===== src/design/ssc_regs.svh =====
// Register offsets, field positions, reset values and counts of the step sequencer control.
// Assumes a Wishbone slave with an 8-bit byte address and 32-bit data.
`ifndef SSC_REGS_SVH
`define SSC_REGS_SVH

// Word aligned byte offsets
`define SSC_OFS_CTRL 8'h00
`define SSC_OFS_CMD 8'h04
`define SSC_OFS_SHIFT1 8'h08
`define SSC_OFS_SHIFT2 8'h0C
`define SSC_OFS_SHIFT3 8'h10
`define SSC_OFS_STATUS 8'h14
`define SSC_OFS_LEN 8'h18

// Control register fields
`define SSC_CTRL_CHAIN12 0
`define SSC_CTRL_CHAIN23 1
`define SSC_CTRL_STEP 2
`define SSC_CTRL_SHSEL_LO 4
`define SSC_CTRL_MASK 8'h37
`define SSC_CTRL_RST 8'h00

// Command register fields, write only pulses
`define SSC_CMD_LOAD_LO 0
`define SSC_CMD_PLAY_LO 4
`define SSC_CMD_FINISH 8

// Status register fields
`define SSC_STAT_MODE_LO 0
`define SSC_STAT_SEC_LO 8
`define SSC_STAT_CNT_LO 16
`define SSC_STAT_FULL 24
`define SSC_STAT_LONG 25

// Counts
`define SSC_EVENTS 24
`define SSC_DUR_LIMIT 256
`define SSC_PITCH_LEVELS 61

`endif


===== src/design/ssc_pkg.sv =====
// Types shared by the step sequencer control modules.
// Assumes ssc_regs.svh supplies the numeric constants.
package ssc_pkg;

   typedef enum logic [1:0] {SSC_IDLE, SSC_LOAD, SSC_PLAY} ssc_mode_t;

   typedef struct packed {
      logic [5:0] pitch;
      logic [8:0] dur;
   } ssc_event_t;

   typedef struct packed {
      logic [1:0] sec;
      logic [4:0] idx;
      logic wrap;
   } ssc_pos_t;

   typedef struct packed {
      logic cyc;
      logic stb;
      logic we;
      logic [3:0] sel;
      logic [7:0] adr;
      logic [31:0] dat;
   } ssc_wb_req_t;

   typedef struct packed {
      logic ack;
      logic [31:0] dat;
   } ssc_wb_rsp_t;

   typedef struct packed {
      logic [1:0] sec;
      logic [4:0] cnt;
      logic full;
      logic longDur;
   } ssc_panel_t;

endpackage


===== src/design/ssc_top.sv =====
// Control logic of a three-section note step sequencer with Wishbone registers.
// Assumes pitch arrives as a semitone code and tick and keyboard inputs are synchronous to core_clk.
`timescale 1ns/1ps
`include "ssc_regs.svh"
module ssc_top #(
   parameter int EVENTS = `SSC_EVENTS,
   parameter int DUR_LIMIT = `SSC_DUR_LIMIT
) (
   // Clock and reset
   input wire logic core_clk,
   input wire logic rst_n,
   // Register bus
   input wire ssc_pkg::ssc_wb_req_t wbReq,
   output ssc_pkg::ssc_wb_rsp_t wbRsp,
   // Keyboard side
   input wire logic tickPulse,
   input wire logic keyboardPulseInput,
   input wire logic [5:0] pitchVoltageInput,
   // Synthesizer side
   output logic [6:0] pitchVoltageOutput,
   output logic notePulseOutput,
   output logic wraparoundPulseOutput,
   // Front panel indicators
   output ssc_pkg::ssc_panel_t panel
);
   import ssc_pkg::*;

   localparam logic [4:0] EV5 = EVENTS[4:0];

   typedef struct packed {
      ssc_mode_t mode;
      logic [1:0] sec;
      logic [1:0] baseSec;
      logic [4:0] idx;
      logic pend;
      logic [5:0] pendPitch;
      logic evStart;
      logic [8:0] remain;
      logic [2:0][4:0] lens;
      logic [7:0] ctrl;
      logic [2:0][6:0] shifts;
      logic [6:0] pitchOut;
      logic notePulse;
      logic wrapPulse;
      logic tickPrev;
      logic keyPrev;
      ssc_panel_t panel;
      ssc_wb_rsp_t rsp;
   } ssc_state_t;

   ssc_state_t q, d;

   logic [2:0] memWe;
   ssc_event_t memData;
   ssc_event_t rdEv [3];
   ssc_event_t curEv;
   logic cntClear;
   logic [8:0] cnt;
   logic cntHalf;
   logic busReq;
   logic [31:0] wrData;
   logic [2:0] loadCmd;
   logic [2:0] playCmd;
   logic finishCmd;
   logic tickRise;
   logic keyRise;
   logic [5:0] inPitch;
   ssc_pos_t nxt;

   if (EVENTS < 2 || EVENTS > 31) begin : gBadEvents
      $error("events per section out of range");
   end

   for (genvar g = 0; g < 3; g++) begin : gSec
      ssc_section_mem #(.DEPTH(EVENTS)) uMem (
         .core_clk(core_clk),
         .rst_n(rst_n),
         .wrEn(memWe[g]),
         .wrIdx(q.idx),
         .wrData(memData),
         .rdIdx(q.idx),
         .rdData(rdEv[g])
      );
   end

   ssc_tick_counter #(.LIMIT(DUR_LIMIT)) uCnt (
      .core_clk(core_clk),
      .rst_n(rst_n),
      .tick(tickRise),
      .clear(cntClear),
      .count(cnt),
      .half(cntHalf)
   );

   function automatic logic chainOk(input logic [1:0] s, input logic [7:0] c);
      return (s == 2'd0 && c[`SSC_CTRL_CHAIN12]) ||
             (s == 2'd1 && c[`SSC_CTRL_CHAIN12] && c[`SSC_CTRL_CHAIN23]);
   endfunction

   // Position after the current event: next in section, next chained section, or wrap to base
   function automatic ssc_pos_t nextPos(input logic [1:0] s, input logic [4:0] i, input logic [1:0] b,
                                        input logic [2:0][4:0] l, input logic [7:0] c);
      ssc_pos_t p;
      logic [1:0] n;
      n = (s == 2'd2) ? 2'd2 : s + 2'd1;
      p.sec = b;
      p.idx = 5'd0;
      p.wrap = 1'b1;
      if (i + 5'd1 < l[s]) begin
         p.sec = s;
         p.idx = i + 5'd1;
         p.wrap = 1'b0;
      end else if (l[s] == EV5 && chainOk(s, c) && l[n] != 5'd0) begin
         p.sec = n;
         p.wrap = 1'b0;
      end
      return p;
   endfunction

   function automatic logic [1:0] firstSet(input logic [2:0] v);
      return v[0] ? 2'd0 : (v[1] ? 2'd1 : 2'd2);
   endfunction

   // Adds the selected offset and clamps to the output range
   function automatic logic [6:0] shifted(input logic [5:0] p, input logic [7:0] c, input logic [2:0][6:0] o);
      logic [1:0] sel;
      logic [8:0] sum;
      sel = c[`SSC_CTRL_SHSEL_LO +: 2];
      sum = {3'b000, p};
      if (sel != 2'd0) begin
         sum = sum + {{2{o[sel - 2'd1][6]}}, o[sel - 2'd1]};
      end
      if (sum[8]) begin
         return 7'h00;
      end else if (sum[7]) begin
         return 7'h7F;
      end
      return sum[6:0];
   endfunction

   always_comb begin
      d = q;
      d.notePulse = 1'b0;
      d.wrapPulse = 1'b0;
      d.rsp.ack = 1'b0;
      d.tickPrev = tickPulse;
      d.keyPrev = keyboardPulseInput;
      tickRise = tickPulse && !q.tickPrev;
      keyRise = keyboardPulseInput && !q.keyPrev;
      memWe = 3'b000;
      memData = '0;
      cntClear = 1'b0;
      loadCmd = 3'b000;
      playCmd = 3'b000;
      finishCmd = 1'b0;
      curEv = rdEv[q.sec];
      nxt = nextPos(q.sec, q.idx, q.baseSec, q.lens, q.ctrl);
      inPitch = (pitchVoltageInput > 6'(`SSC_PITCH_LEVELS - 1)) ? 6'(`SSC_PITCH_LEVELS - 1)
                                                                 : pitchVoltageInput;
      busReq = wbReq.cyc && wbReq.stb && !q.rsp.ack;
      for (int i = 0; i < 4; i++) begin
         wrData[8*i +: 8] = wbReq.sel[i] ? wbReq.dat[8*i +: 8] : 8'h00;
      end

      // Register bus slave, one cycle to ack, unmapped reads zero
      if (busReq) begin
         d.rsp.ack = 1'b1;
         d.rsp.dat = 32'h0000_0000;
         if (wbReq.adr == `SSC_OFS_CTRL) begin
            if (wbReq.we && wbReq.sel[0]) begin
               d.ctrl = wrData[7:0] & `SSC_CTRL_MASK;
            end
            d.rsp.dat = {24'h00_0000, q.ctrl};
         end else if (wbReq.adr == `SSC_OFS_CMD) begin
            if (wbReq.we) begin
               loadCmd = wrData[`SSC_CMD_LOAD_LO +: 3];
               playCmd = wrData[`SSC_CMD_PLAY_LO +: 3];
               finishCmd = wrData[`SSC_CMD_FINISH];
            end
         end else if (wbReq.adr == `SSC_OFS_SHIFT1 || wbReq.adr == `SSC_OFS_SHIFT2 ||
                      wbReq.adr == `SSC_OFS_SHIFT3) begin
            if (wbReq.we && wbReq.sel[0]) begin
               d.shifts[2'((wbReq.adr - `SSC_OFS_SHIFT1) >> 2)] = wrData[6:0];
            end
            d.rsp.dat = {25'h000_0000, q.shifts[2'((wbReq.adr - `SSC_OFS_SHIFT1) >> 2)]};
         end else if (wbReq.adr == `SSC_OFS_STATUS) begin
            d.rsp.dat[`SSC_STAT_MODE_LO +: 2] = q.mode;
            d.rsp.dat[`SSC_STAT_SEC_LO +: 2] = q.panel.sec;
            d.rsp.dat[`SSC_STAT_CNT_LO +: 5] = q.panel.cnt;
            d.rsp.dat[`SSC_STAT_FULL] = q.panel.full;
            d.rsp.dat[`SSC_STAT_LONG] = q.panel.longDur;
         end else if (wbReq.adr == `SSC_OFS_LEN) begin
            d.rsp.dat = {8'h00, 3'b000, q.lens[2], 3'b000, q.lens[1], 3'b000, q.lens[0]};
         end
      end

      if (|loadCmd && !finishCmd) begin
         d.mode = SSC_LOAD;
         d.sec = firstSet(loadCmd);
         d.baseSec = firstSet(loadCmd);
         d.idx = 5'd0;
         d.pend = 1'b0;
         d.evStart = 1'b0;
         d.lens[firstSet(loadCmd)] = 5'd0;
         cntClear = 1'b1;
      end else if (|playCmd && !finishCmd) begin
         if (q.ctrl[`SSC_CTRL_STEP] && q.mode == SSC_PLAY && q.baseSec == firstSet(playCmd) && !q.evStart) begin
            d.sec = nxt.sec;
            d.idx = nxt.idx;
            d.wrapPulse = nxt.wrap;
            d.evStart = 1'b1;
         end else if (q.lens[firstSet(playCmd)] != 5'd0) begin
            d.mode = SSC_PLAY;
            d.sec = firstSet(playCmd);
            d.baseSec = firstSet(playCmd);
            d.idx = 5'd0;
            d.evStart = 1'b1;
         end
      end else begin
         case (q.mode)
            SSC_LOAD: begin
               if (finishCmd) begin
                  if (q.pend) begin
                     memWe[q.sec] = 1'b1;
                     memData = '{pitch: q.pendPitch, dur: cnt};
                     d.lens[q.sec] = q.idx + 5'd1;
                  end
                  d.pend = 1'b0;
                  if (q.pend || q.lens[q.baseSec] != 5'd0) begin
                     d.mode = SSC_PLAY;
                     d.sec = q.baseSec;
                     d.idx = 5'd0;
                     d.evStart = 1'b1;
                  end else begin
                     d.mode = SSC_IDLE;
                  end
               end else if (keyRise) begin
                  if (q.pend) begin
                     memWe[q.sec] = 1'b1;
                     memData = '{pitch: q.pendPitch, dur: cnt};
                     d.lens[q.sec] = q.idx + 5'd1;
                     cntClear = 1'b1;
                     d.pendPitch = inPitch;
                     if (q.idx + 5'd1 < EV5) begin
                        d.idx = q.idx + 5'd1;
                     end else if (chainOk(q.sec, q.ctrl)) begin
                        d.sec = q.sec + 2'd1;
                        d.idx = 5'd0;
                        d.lens[q.sec + 2'd1] = 5'd0;
                     end else begin
                        d.pend = 1'b0;
                        d.idx = EV5;
                     end
                  end else if (q.idx != EV5) begin
                     d.pend = 1'b1;
                     d.pendPitch = inPitch;
                     cntClear = 1'b1;
                  end
               end
            end
            SSC_PLAY: begin
               if (finishCmd) begin
                  d.mode = SSC_IDLE;
                  d.evStart = 1'b0;
               end else if (q.evStart) begin
                  d.pitchOut = shifted(curEv.pitch, q.ctrl, q.shifts);
                  d.notePulse = 1'b1;
                  d.remain = (curEv.dur == 9'h000) ? 9'h001 : curEv.dur;
                  d.evStart = 1'b0;
               end else if (tickRise && !q.ctrl[`SSC_CTRL_STEP]) begin
                  if (q.remain <= 9'h001) begin
                     d.sec = nxt.sec;
                     d.idx = nxt.idx;
                     d.wrapPulse = nxt.wrap;
                     d.evStart = 1'b1;
                  end else begin
                     d.remain = q.remain - 9'h001;
                  end
               end
            end
            default: begin
            end
         endcase
      end

      // Panel indicators, registered; section, count and full from the next state, long duration lamp from the current state
      d.panel.sec = d.sec + 2'd1;
      if (d.mode == SSC_LOAD) begin
         d.panel.cnt = d.pend ? d.idx + 5'd1 : ((d.lens[d.sec] != 5'd0) ? d.lens[d.sec] : 5'd1);
      end else if (d.mode == SSC_PLAY) begin
         d.panel.cnt = d.idx + 5'd1;
      end else begin
         d.panel.cnt = d.lens[d.sec];
      end
      d.panel.full = (d.mode == SSC_LOAD) ? (d.panel.cnt == EV5) : (d.lens[d.sec] == EV5);
      d.panel.longDur = (q.mode == SSC_LOAD) && q.pend && cntHalf;
   end

   always_ff @(posedge core_clk) begin
      if (!rst_n) begin
         q <= '0;
         q.ctrl <= `SSC_CTRL_RST;
      end else begin
         q <= d;
      end
   end

   assign wbRsp = q.rsp;
   assign pitchVoltageOutput = q.pitchOut;
   assign notePulseOutput = q.notePulse;
   assign wraparoundPulseOutput = q.wrapPulse;
   assign panel = q.panel;
endmodule


===== src/design/ssc_section_mem.sv =====
// One memory section of note events, flip-flop storage.
// Assumes a single writer; read is combinational by index.
`timescale 1ns/1ps
`include "ssc_regs.svh"
module ssc_section_mem #(
   parameter int DEPTH = `SSC_EVENTS
) (
   // Clock and reset
   input wire logic core_clk,
   input wire logic rst_n,
   // Write port
   input wire logic wrEn,
   input wire logic [4:0] wrIdx,
   input wire ssc_pkg::ssc_event_t wrData,
   // Read port
   input wire logic [4:0] rdIdx,
   output ssc_pkg::ssc_event_t rdData
);
   import ssc_pkg::*;

   typedef struct packed {
      ssc_event_t [DEPTH-1:0] ev;
   } ssc_mem_state_t;

   ssc_mem_state_t q, d;

   if (DEPTH < 2 || DEPTH > 31) begin : gBadDepth
      $error("section depth out of range");
   end

   always_comb begin
      d = q;
      if (wrEn && wrIdx < DEPTH[4:0]) begin
         d.ev[wrIdx] = wrData;
      end
   end

   always_ff @(posedge core_clk) begin
      if (!rst_n) begin
         q <= '0;
      end else begin
         q <= d;
      end
   end

   assign rdData = (rdIdx < DEPTH[4:0]) ? q.ev[rdIdx] : '0;
endmodule


===== src/design/ssc_tick_counter.sv =====
// Saturating counter of tick clock edges since the last clear.
// Assumes tick is a one-cycle pulse on core_clk.
`timescale 1ns/1ps
`include "ssc_regs.svh"
module ssc_tick_counter #(
   parameter int LIMIT = `SSC_DUR_LIMIT
) (
   // Clock and reset
   input wire logic core_clk,
   input wire logic rst_n,
   // Control
   input wire logic tick,
   input wire logic clear,
   // Result
   output logic [8:0] count,
   output logic half
);
   typedef struct packed {
      logic [8:0] cnt;
   } ssc_cnt_state_t;

   ssc_cnt_state_t q, d;

   if (LIMIT < 2 || LIMIT > 511) begin : gBadLimit
      $error("duration limit out of range");
   end

   always_comb begin
      d = q;
      if (clear) begin
         d.cnt = 9'h000;
      end else if (tick && q.cnt < LIMIT[8:0]) begin
         d.cnt = q.cnt + 9'h001;
      end
   end

   always_ff @(posedge core_clk) begin
      if (!rst_n) begin
         q <= '0;
      end else begin
         q <= d;
      end
   end

   assign count = q.cnt;
   assign half = (q.cnt >= LIMIT[9:1]);
endmodule


===== config.mk =====
export PLATFORM = sky130hd
export DESIGN_NAME = ssc_top
export DESIGN_NICKNAME = d
export VERILOG_FILES = /design/src/design/ssc_pkg.sv /design/src/design/ssc_top.sv /design/src/design/ssc_section_mem.sv /design/src/design/ssc_tick_counter.sv
export VERILOG_INCLUDE_DIRS = /design/src /design/src/design
export SDC_FILE = /design/constraint.sdc
export NUM_CORES = 2
export LEC_CHECK = 0
export BUFFER_PORTS_ARGS = -buffer_cell sky130_fd_sc_hd__buf_2
export CAP_MARGIN = 25
export CORE_UTILIZATION = 55
export CTS_BUF_LIST = sky130_fd_sc_hd__clkbuf_4
export CTS_CLUSTER_DIAMETER = 120
export DETAILED_ROUTE_END_ITERATION = 8
export PLACE_DENSITY = 0.71
export SLEW_MARGIN = 20
export SYNTH_ARGS = -nofsm -noshare
export SYNTH_HDL_FRONTEND = slang
export SYNTH_SLANG_ARGS = --single-unit

===== constraint.sdc =====
create_clock -name core_clk -period 7.3 [get_ports core_clk]
set_input_delay 1.095 -clock core_clk [delete_from_list [all_inputs] [get_ports core_clk]]
set_output_delay 1.095 -clock core_clk [all_outputs]
set_load 0.01 [all_outputs]

Word level (Yosys, flattened, before mapping) --
Index checks and enable logic that the tools add are counted.
Word-level totals: register bits after elaboration 1211, bits in latches 0, memory bits (writable) 0, ROM bits 0, bits of input ports 57, output and inout port bits 51, logic and storage cells 490, memories kept 0
Cells by class: add/subtract/negate cells 9, multiply operators 0, div/mod/pow operators 0, order comparisons 23, equality and inequality tests 22, shifts and indexed selects 0, multiplexer cells 191, bitwise logic cells 12, reductions and logical operators 62
Operators with widths (number):
- $bwmux W360 | 3
- $mux W15 | 24
- $bmux W15 S5 | 3
- $mux W5 | 24
- $mux W32 | 3
- $mux W7 | 11
- $demux W15 S5 | 1
- $mux W9 | 8
- $mux W2 | 27
- $bmux W5 S2 | 5
- $mux W3 | 15
- $mux W1 | 40
- $mux W6 | 6
- $mux W33 | 1
- $and A15 B15 Y15 | 2
- $bmux W15 S2 | 1
- $demux W5 S2 | 3
- $not A15 Y15 | 2
- $bmux W7 S2 | 2
- $logic_and A1 B1 Y1 | 27
- $lt A2 B3 Y1 const B | 9
- $eq A8 B5 Y1 const B | 3
- $mux W12 | 2
- $bwmux W21 | 1
- other kinds (54) | 96

Longest topological paths before layout --
depth in word-level cells 23, depth in mapped cells 26, depth with buffers taken out 20

Cells and area by module --
Synthesis repeated with hierarchy kept, for this count alone.
Unflattened totals: cell total of the unflattened synthesis 5677, area, all modules 59522.1 sq um
By module, submodules not included:
- ssc_section_mem (gSec[0].uMem ...) | instances 2, cells an instance 1519, area each 16998.8 sq um, seq. area each 7206.9 sq um
- ssc_section_mem (gSec[2].uMem) | instances 1, cells an instance 1519, area each 16997.6 sq um, seq. area each 7206.9 sq um
- ssc_top | instances 1, cells an instance 1068, area each 8067.7 sq um, seq. area each 2182.1 sq um
- ssc_tick_counter | instances 1, cells an instance 52, area each 459.2 sq um, seq. area each 180.2 sq um

Least setup slack after synthesis --
No wires, ideal clock.
path type register to register, start register q[114] in the netlist's numbering, end register q (netlist bit panel[1]), setup time 0.086 ns, arrival time 5.443 ns, required time 7.214 ns, path slack 1.772 ns, stages on the path, launching flop included 24, path buffers 9, clock period less this slack 5.528 ns, cell sequence dfxtp_1 > buf_2 > buf_4 > buf_4 > buf_4 > buf_2 > buf_2 > buf_2 > buf_4 > inv_1 > ha_1 > ha_1 > a2111oi_0 > a311oi_1 > nor2_1 > or4_1 > o32ai_1 > nor3_1 > and2_1 > buf_6 > or3_4 > nand2_2 > o311ai_1 > a211oi_1
On the way: cells in the longest elaborated chain, start to end 19
Ends and longest elaborated chain:
- from (decl) | line ssc_top.sv:51 | ssc_state_t q, d;
- branches (longest 18 deep; another with $add A5 B1 Y5)
- $mux W1 (*) | line ssc_top.sv:295 | d.panel.full = (d.mode == SSC_LOAD) ? (d.panel.cnt == EV5) : (d.lens[d.sec] == EV5);
Mark *: on every way between the ends. The select of a mux whose other input is x is not followed. A chain may end at the register's enable or synchronous reset.

Final worst setup path --
start register q[118] in the netlist's numbering, end register q (netlist bit pitchVoltageOutput[1])
On the way: cells in the longest elaborated chain, start to end 21
Ends and longest elaborated chain:
- $bmux W15 S5 | line ssc_section_mem.sv:46 | assign rdData = (rdIdx < DEPTH[4:0]) ? q.ev[rdIdx] : '0;
- $mux W15 (not written as such) | line ssc_section_mem.sv:46
- $mux W15 | line ssc_section_mem.sv:46
- $bmux W15 S2 (*) | line ssc_top.sv:156 | curEv = rdEv[q.sec];
- $mux W15 (not written as such) (*) (2 in series) | line ssc_top.sv:156
- $add A7 B7 Y8 | line ssc_top.sv:131 | sum = sum + {{2{o[sel - 2'd1][6]}}, o[sel - 2'd1]};
- $mux W9 (*) | line ssc_top.sv:130 | if (sel != 2'd0) begin
- $mux W9 (*) | line ssc_top.sv:265 | end else if (q.evStart) begin
- [... 4 more ...]
- $mux W1 | line ssc_top.sv:135 | end else if (sum[7]) begin
- $mux W1 | line ssc_top.sv:133 | if (sum[8]) begin
- $mux W1 | line ssc_top.sv:265
- $mux W1 | line ssc_top.sv:262 | if (finishCmd) begin
- $mux W1 | line ssc_top.sv:220 | case (q.mode)
- $mux W1 | line ssc_top.sv:206 | end else if (|playCmd && !finishCmd) begin
- $mux W1 | line ssc_top.sv:197 | if (|loadCmd && !finishCmd) begin
- $mux W7 (*) | line ssc_top.sv:138 | return sum[6:0];
Mark *: on every way between the ends. The rest lies on a longest branch, timed or not. The select of a mux whose other input is x is not followed.

==> flow_summary.yaml <==
timing:
  slew-limit-headroom_pct: 26.9
  setup_violations: 0
  tightest_slew_ns: 1.09
  whs_ns: 0.180
  setup-tns-final_ns: 0
  achievable-frequency_mhz: 186
  rsz0062_at_grt: "false"
  crit_path_time_final_ns: 5.39
  period_share_pct: 73.8
  final-max-slew-violation-count: 0
  clock-skew-final_ns: 0.102
  setup_slack_ns: 1.91
  hold_violation_count_in_the_final_report: 0
critical_path:
  crit_slowest_cell: "dfxtp_1"
  timing.critical_path.mode_cell: "nor2_1"
  timing.critical_path.required_ns: 8.32
  worst_setup_path_start_kind: "flop"
  crit_type: "flop to flop"
  worstPathBufferInverterCount: 2
  path_delay_family: "compound AO/OA/AOI/OAI gates"
  worst-endpoint-arrival_ns: 6.40
  startpoint: "q[118]"
  critical_path.max_stage_delay_ns: 0.55
  worst-path-max-fanout: 13
  worst_setup_path_end_kind: "flop"
  r2r-start: "q[118]"
  cells_traversed_along_the_worst_timing_path: "buf_4 > nor2_1 > and2_1 > buf_4 > a22oi_1 > a31oi_1 > o211ai_1 > nor2_1 > ha_1 > a21o_1 > a21oi_1 > nor2b_1 > o21ai_0 > nand2b_1 > a2111oi_0 > nor2_1 > a22oi_1 > nor2_1"
routing:
  vias_per_cell: 5.96
  drt_pass_1_iters: 9
  drcViolationCount: 0
  dr_total_vias: 47100
  route.antenna.remaining_nets: 0
  wirelength_um: 158000
  drt_iter0_drc: 5034
  wire_per_inst_um: 20.0
yosys:
  netlist_top_cells_count: "nor2_1, dfxtp_1, a21oi_1, clkbuf_1, nand2_1"
  main_synth_ff_type: "dfxtp_1"
  yosysUniqueCellTypes: 84
  netlist.area_leader.share_pct: 44.3
  netlist_top_cells_area: "dfxtp_1, nor2_1, mux4_2, a21oi_1, clkbuf_1"
  top_cell_type_by_total_area_after_synthesis: "dfxtp_1"
  post_synth.cell_area_avg_um2: 8.25
  ys_seq_elements: 1198
  synth_edf_count: 0
  synth_cell_area_mm2: 0.0542
  synthMostInstantiatedCell: "nor2_1"
  postSynth.asyncResetShare_pct: 0
  syn_inst: 6566
  yosys_warnings: 0
  ys_seq_area_share_pct: 44.3
placement:
  gp_congestion: 0.959
  io_buffers: 68
  preCtsSetupSlack_ns: 1.46
  detailedPlacementHpwl_um: 97200
  post-place-cells: 7377
  postPlaceCellArea_mm2: 0.0547
floorplanning:
  rows: 114
  initial_util_pct: 55.8
  top_level_ports: 108
  dieWidth_um: 316
  die-height_um: 316
  design.core.area_mm2: 0.0971
  dieArea_mm2: 0.0998
finish:
  layout.cell_area.non_filler_mm2: 0.0587
  design.final.nets: 6524
  area_of_combinational_cells_with_multiple_inputs_mm2: 0.0275
  syn2layout_area_growth_pct: 8.27
  sequential_area_mm2: 0.0240
  fill_cells: 8557
  post_layout_nonfiller_instances: 7912
  drive_above_1_share_pct: 17.9
clocking:
  post_cts.repair.setup_buffers: 0
  clock_path_buffers: 4
  cts-buffers-inserted: 331
  clk_transition_reported_paths_ns: 0.06
  master_cell_of_the_clock_root_buffer: "clkbuf_4"
  clock-sinks: 1198
  cts_repair_resize_count: 0
  tritoncts_clock_tree: "built"
  htree_num_levels: 5
  clk_latency_ns: 1.21
  cts.hold.buffers_added: 0
pwr:
  share_clk_of_total_power_pct: 46.5
  leakage_uw: 0.0203
  fraction_of_power_spent_switching_nets_pct: 22.8
  power.combinational.fraction_pct: 1.4
  intPower_uw: 9690
  netSwitchingPower_uw: 2860
  p_per_area_mw_per_mm2: 214
  power_frac_seq_pct: 52.2
  max_vdd_drop_uv: 134
worst_hold_path:
  hold_path_startpoint: "tickPulse"
  hold_path_class: "input port to flop"
global_route:
  antenna_found_initial: 4
  grt_max_degree: 202
  number_of_global_route_vias_before_repair: 44100
  grt_first_pass_wirelength_um: 246000
  gr-usage-all-layers_pct: 31.3
  globalRoute.totalOverflow: 0
outcome:
  run_status: "finished clean"
job:
  drv_cap: 0
[power groups by stage]
stage	clock, uW	combinational, uW	sequential [uW]
CTS	5930	170	6540
global route	6290	186	6540
finish	5830	174	6540
detailed placement	0	170	6690
global placement	0	170	6690
floorplan	0	129	6690
[worst paths after layout]
check,endpoint,cells after the start,slack (ns)
worst max-delay path,pitchVoltageOutput[1],18,1.91
worst min register to register,gSec[0].uMem.q[118],2,0.45
worst min-delay path,q[43],2,0.18
worst max register to register,pitchVoltageOutput[1],18,1.91
[final cells by class]
| cell class | count | share of cell area, % |
|---|---|---|
| multi-input cells | 4675 | 46.8 |
| repair buffers | 204 | 2.68 |
| well taps | 1276 | 2.72 |
| clock inverters | 40 | 0.476 |
| diodes | 9 | 0.0384 |
| flip-flops and latches | 1198 | 40.9 |
| clock buffers | 482 | 6.17 |
| inverters | 28 | 0.196 |
[registers in the layout, summed over array words and instances, names as in the netlist]
register,cells
pitchVoltageOutput,7
panel,9
q,71
uCnt.count,9
notePulseOutput,1
wraparoundPulseOutput,1
gSec.uMem.q,1080
wbRsp,20
[metal layers]
metal / GRT usage (%) / part of all wire, %
met3: 5.75 / 8.5
met1: 41.7 / 41
met5: 0 / 0.013
met4: 13.9 / 3.9
met2: 49.6 / 46
[cells by family after synthesis]
family / share of synthesized area, %
other cells: 0.00692
fa+ha+maj: 0.684
xor+xnor: 0.339
flops: 44.3
buf+inv: 5.39
simple gates: 21.5
compound gates: 14.8
mux: 13.0
[placed cells by master (no fill, tap or decap), types with 11 or more instances in the layout]
master / count
nand2_1: 409
nor4_1: 15
buf_2: 68
a21oi_1: 1164
a221oi_1: 28
clkinv_1: 26
xor2_1: 13
nand3_1: 98
nand4_1: 73
and3_1: 15
a22o_1: 15
o31ai_1: 16
dfxtp_1: 1193
mux2_2: 11
buf_4: 114
mux2i_1: 27
mux4_2: 295
inv_1: 25
and2_1: 20
nor2_1: 1934
ha_1: 28
nor3_1: 29
a211oi_1: 20
buf_12: 11
nand2b_1: 12
a22oi_1: 47
conb_1: 13
a222oi_1: 11
a31oi_1: 20
clkbuf_4: 482
o21ai_0: 47
or2_2: 132
a2111oi_0: 12
[metrics by stage]
step	utilization [%]	total power, uW
finish	60.4	12500
global route	60.4	13000
CTS	60.3	12600
detailed placement	56.3	6860
global placement	56.1	6860
floorplan	-	6820
(Power assumes the default switching activity.)
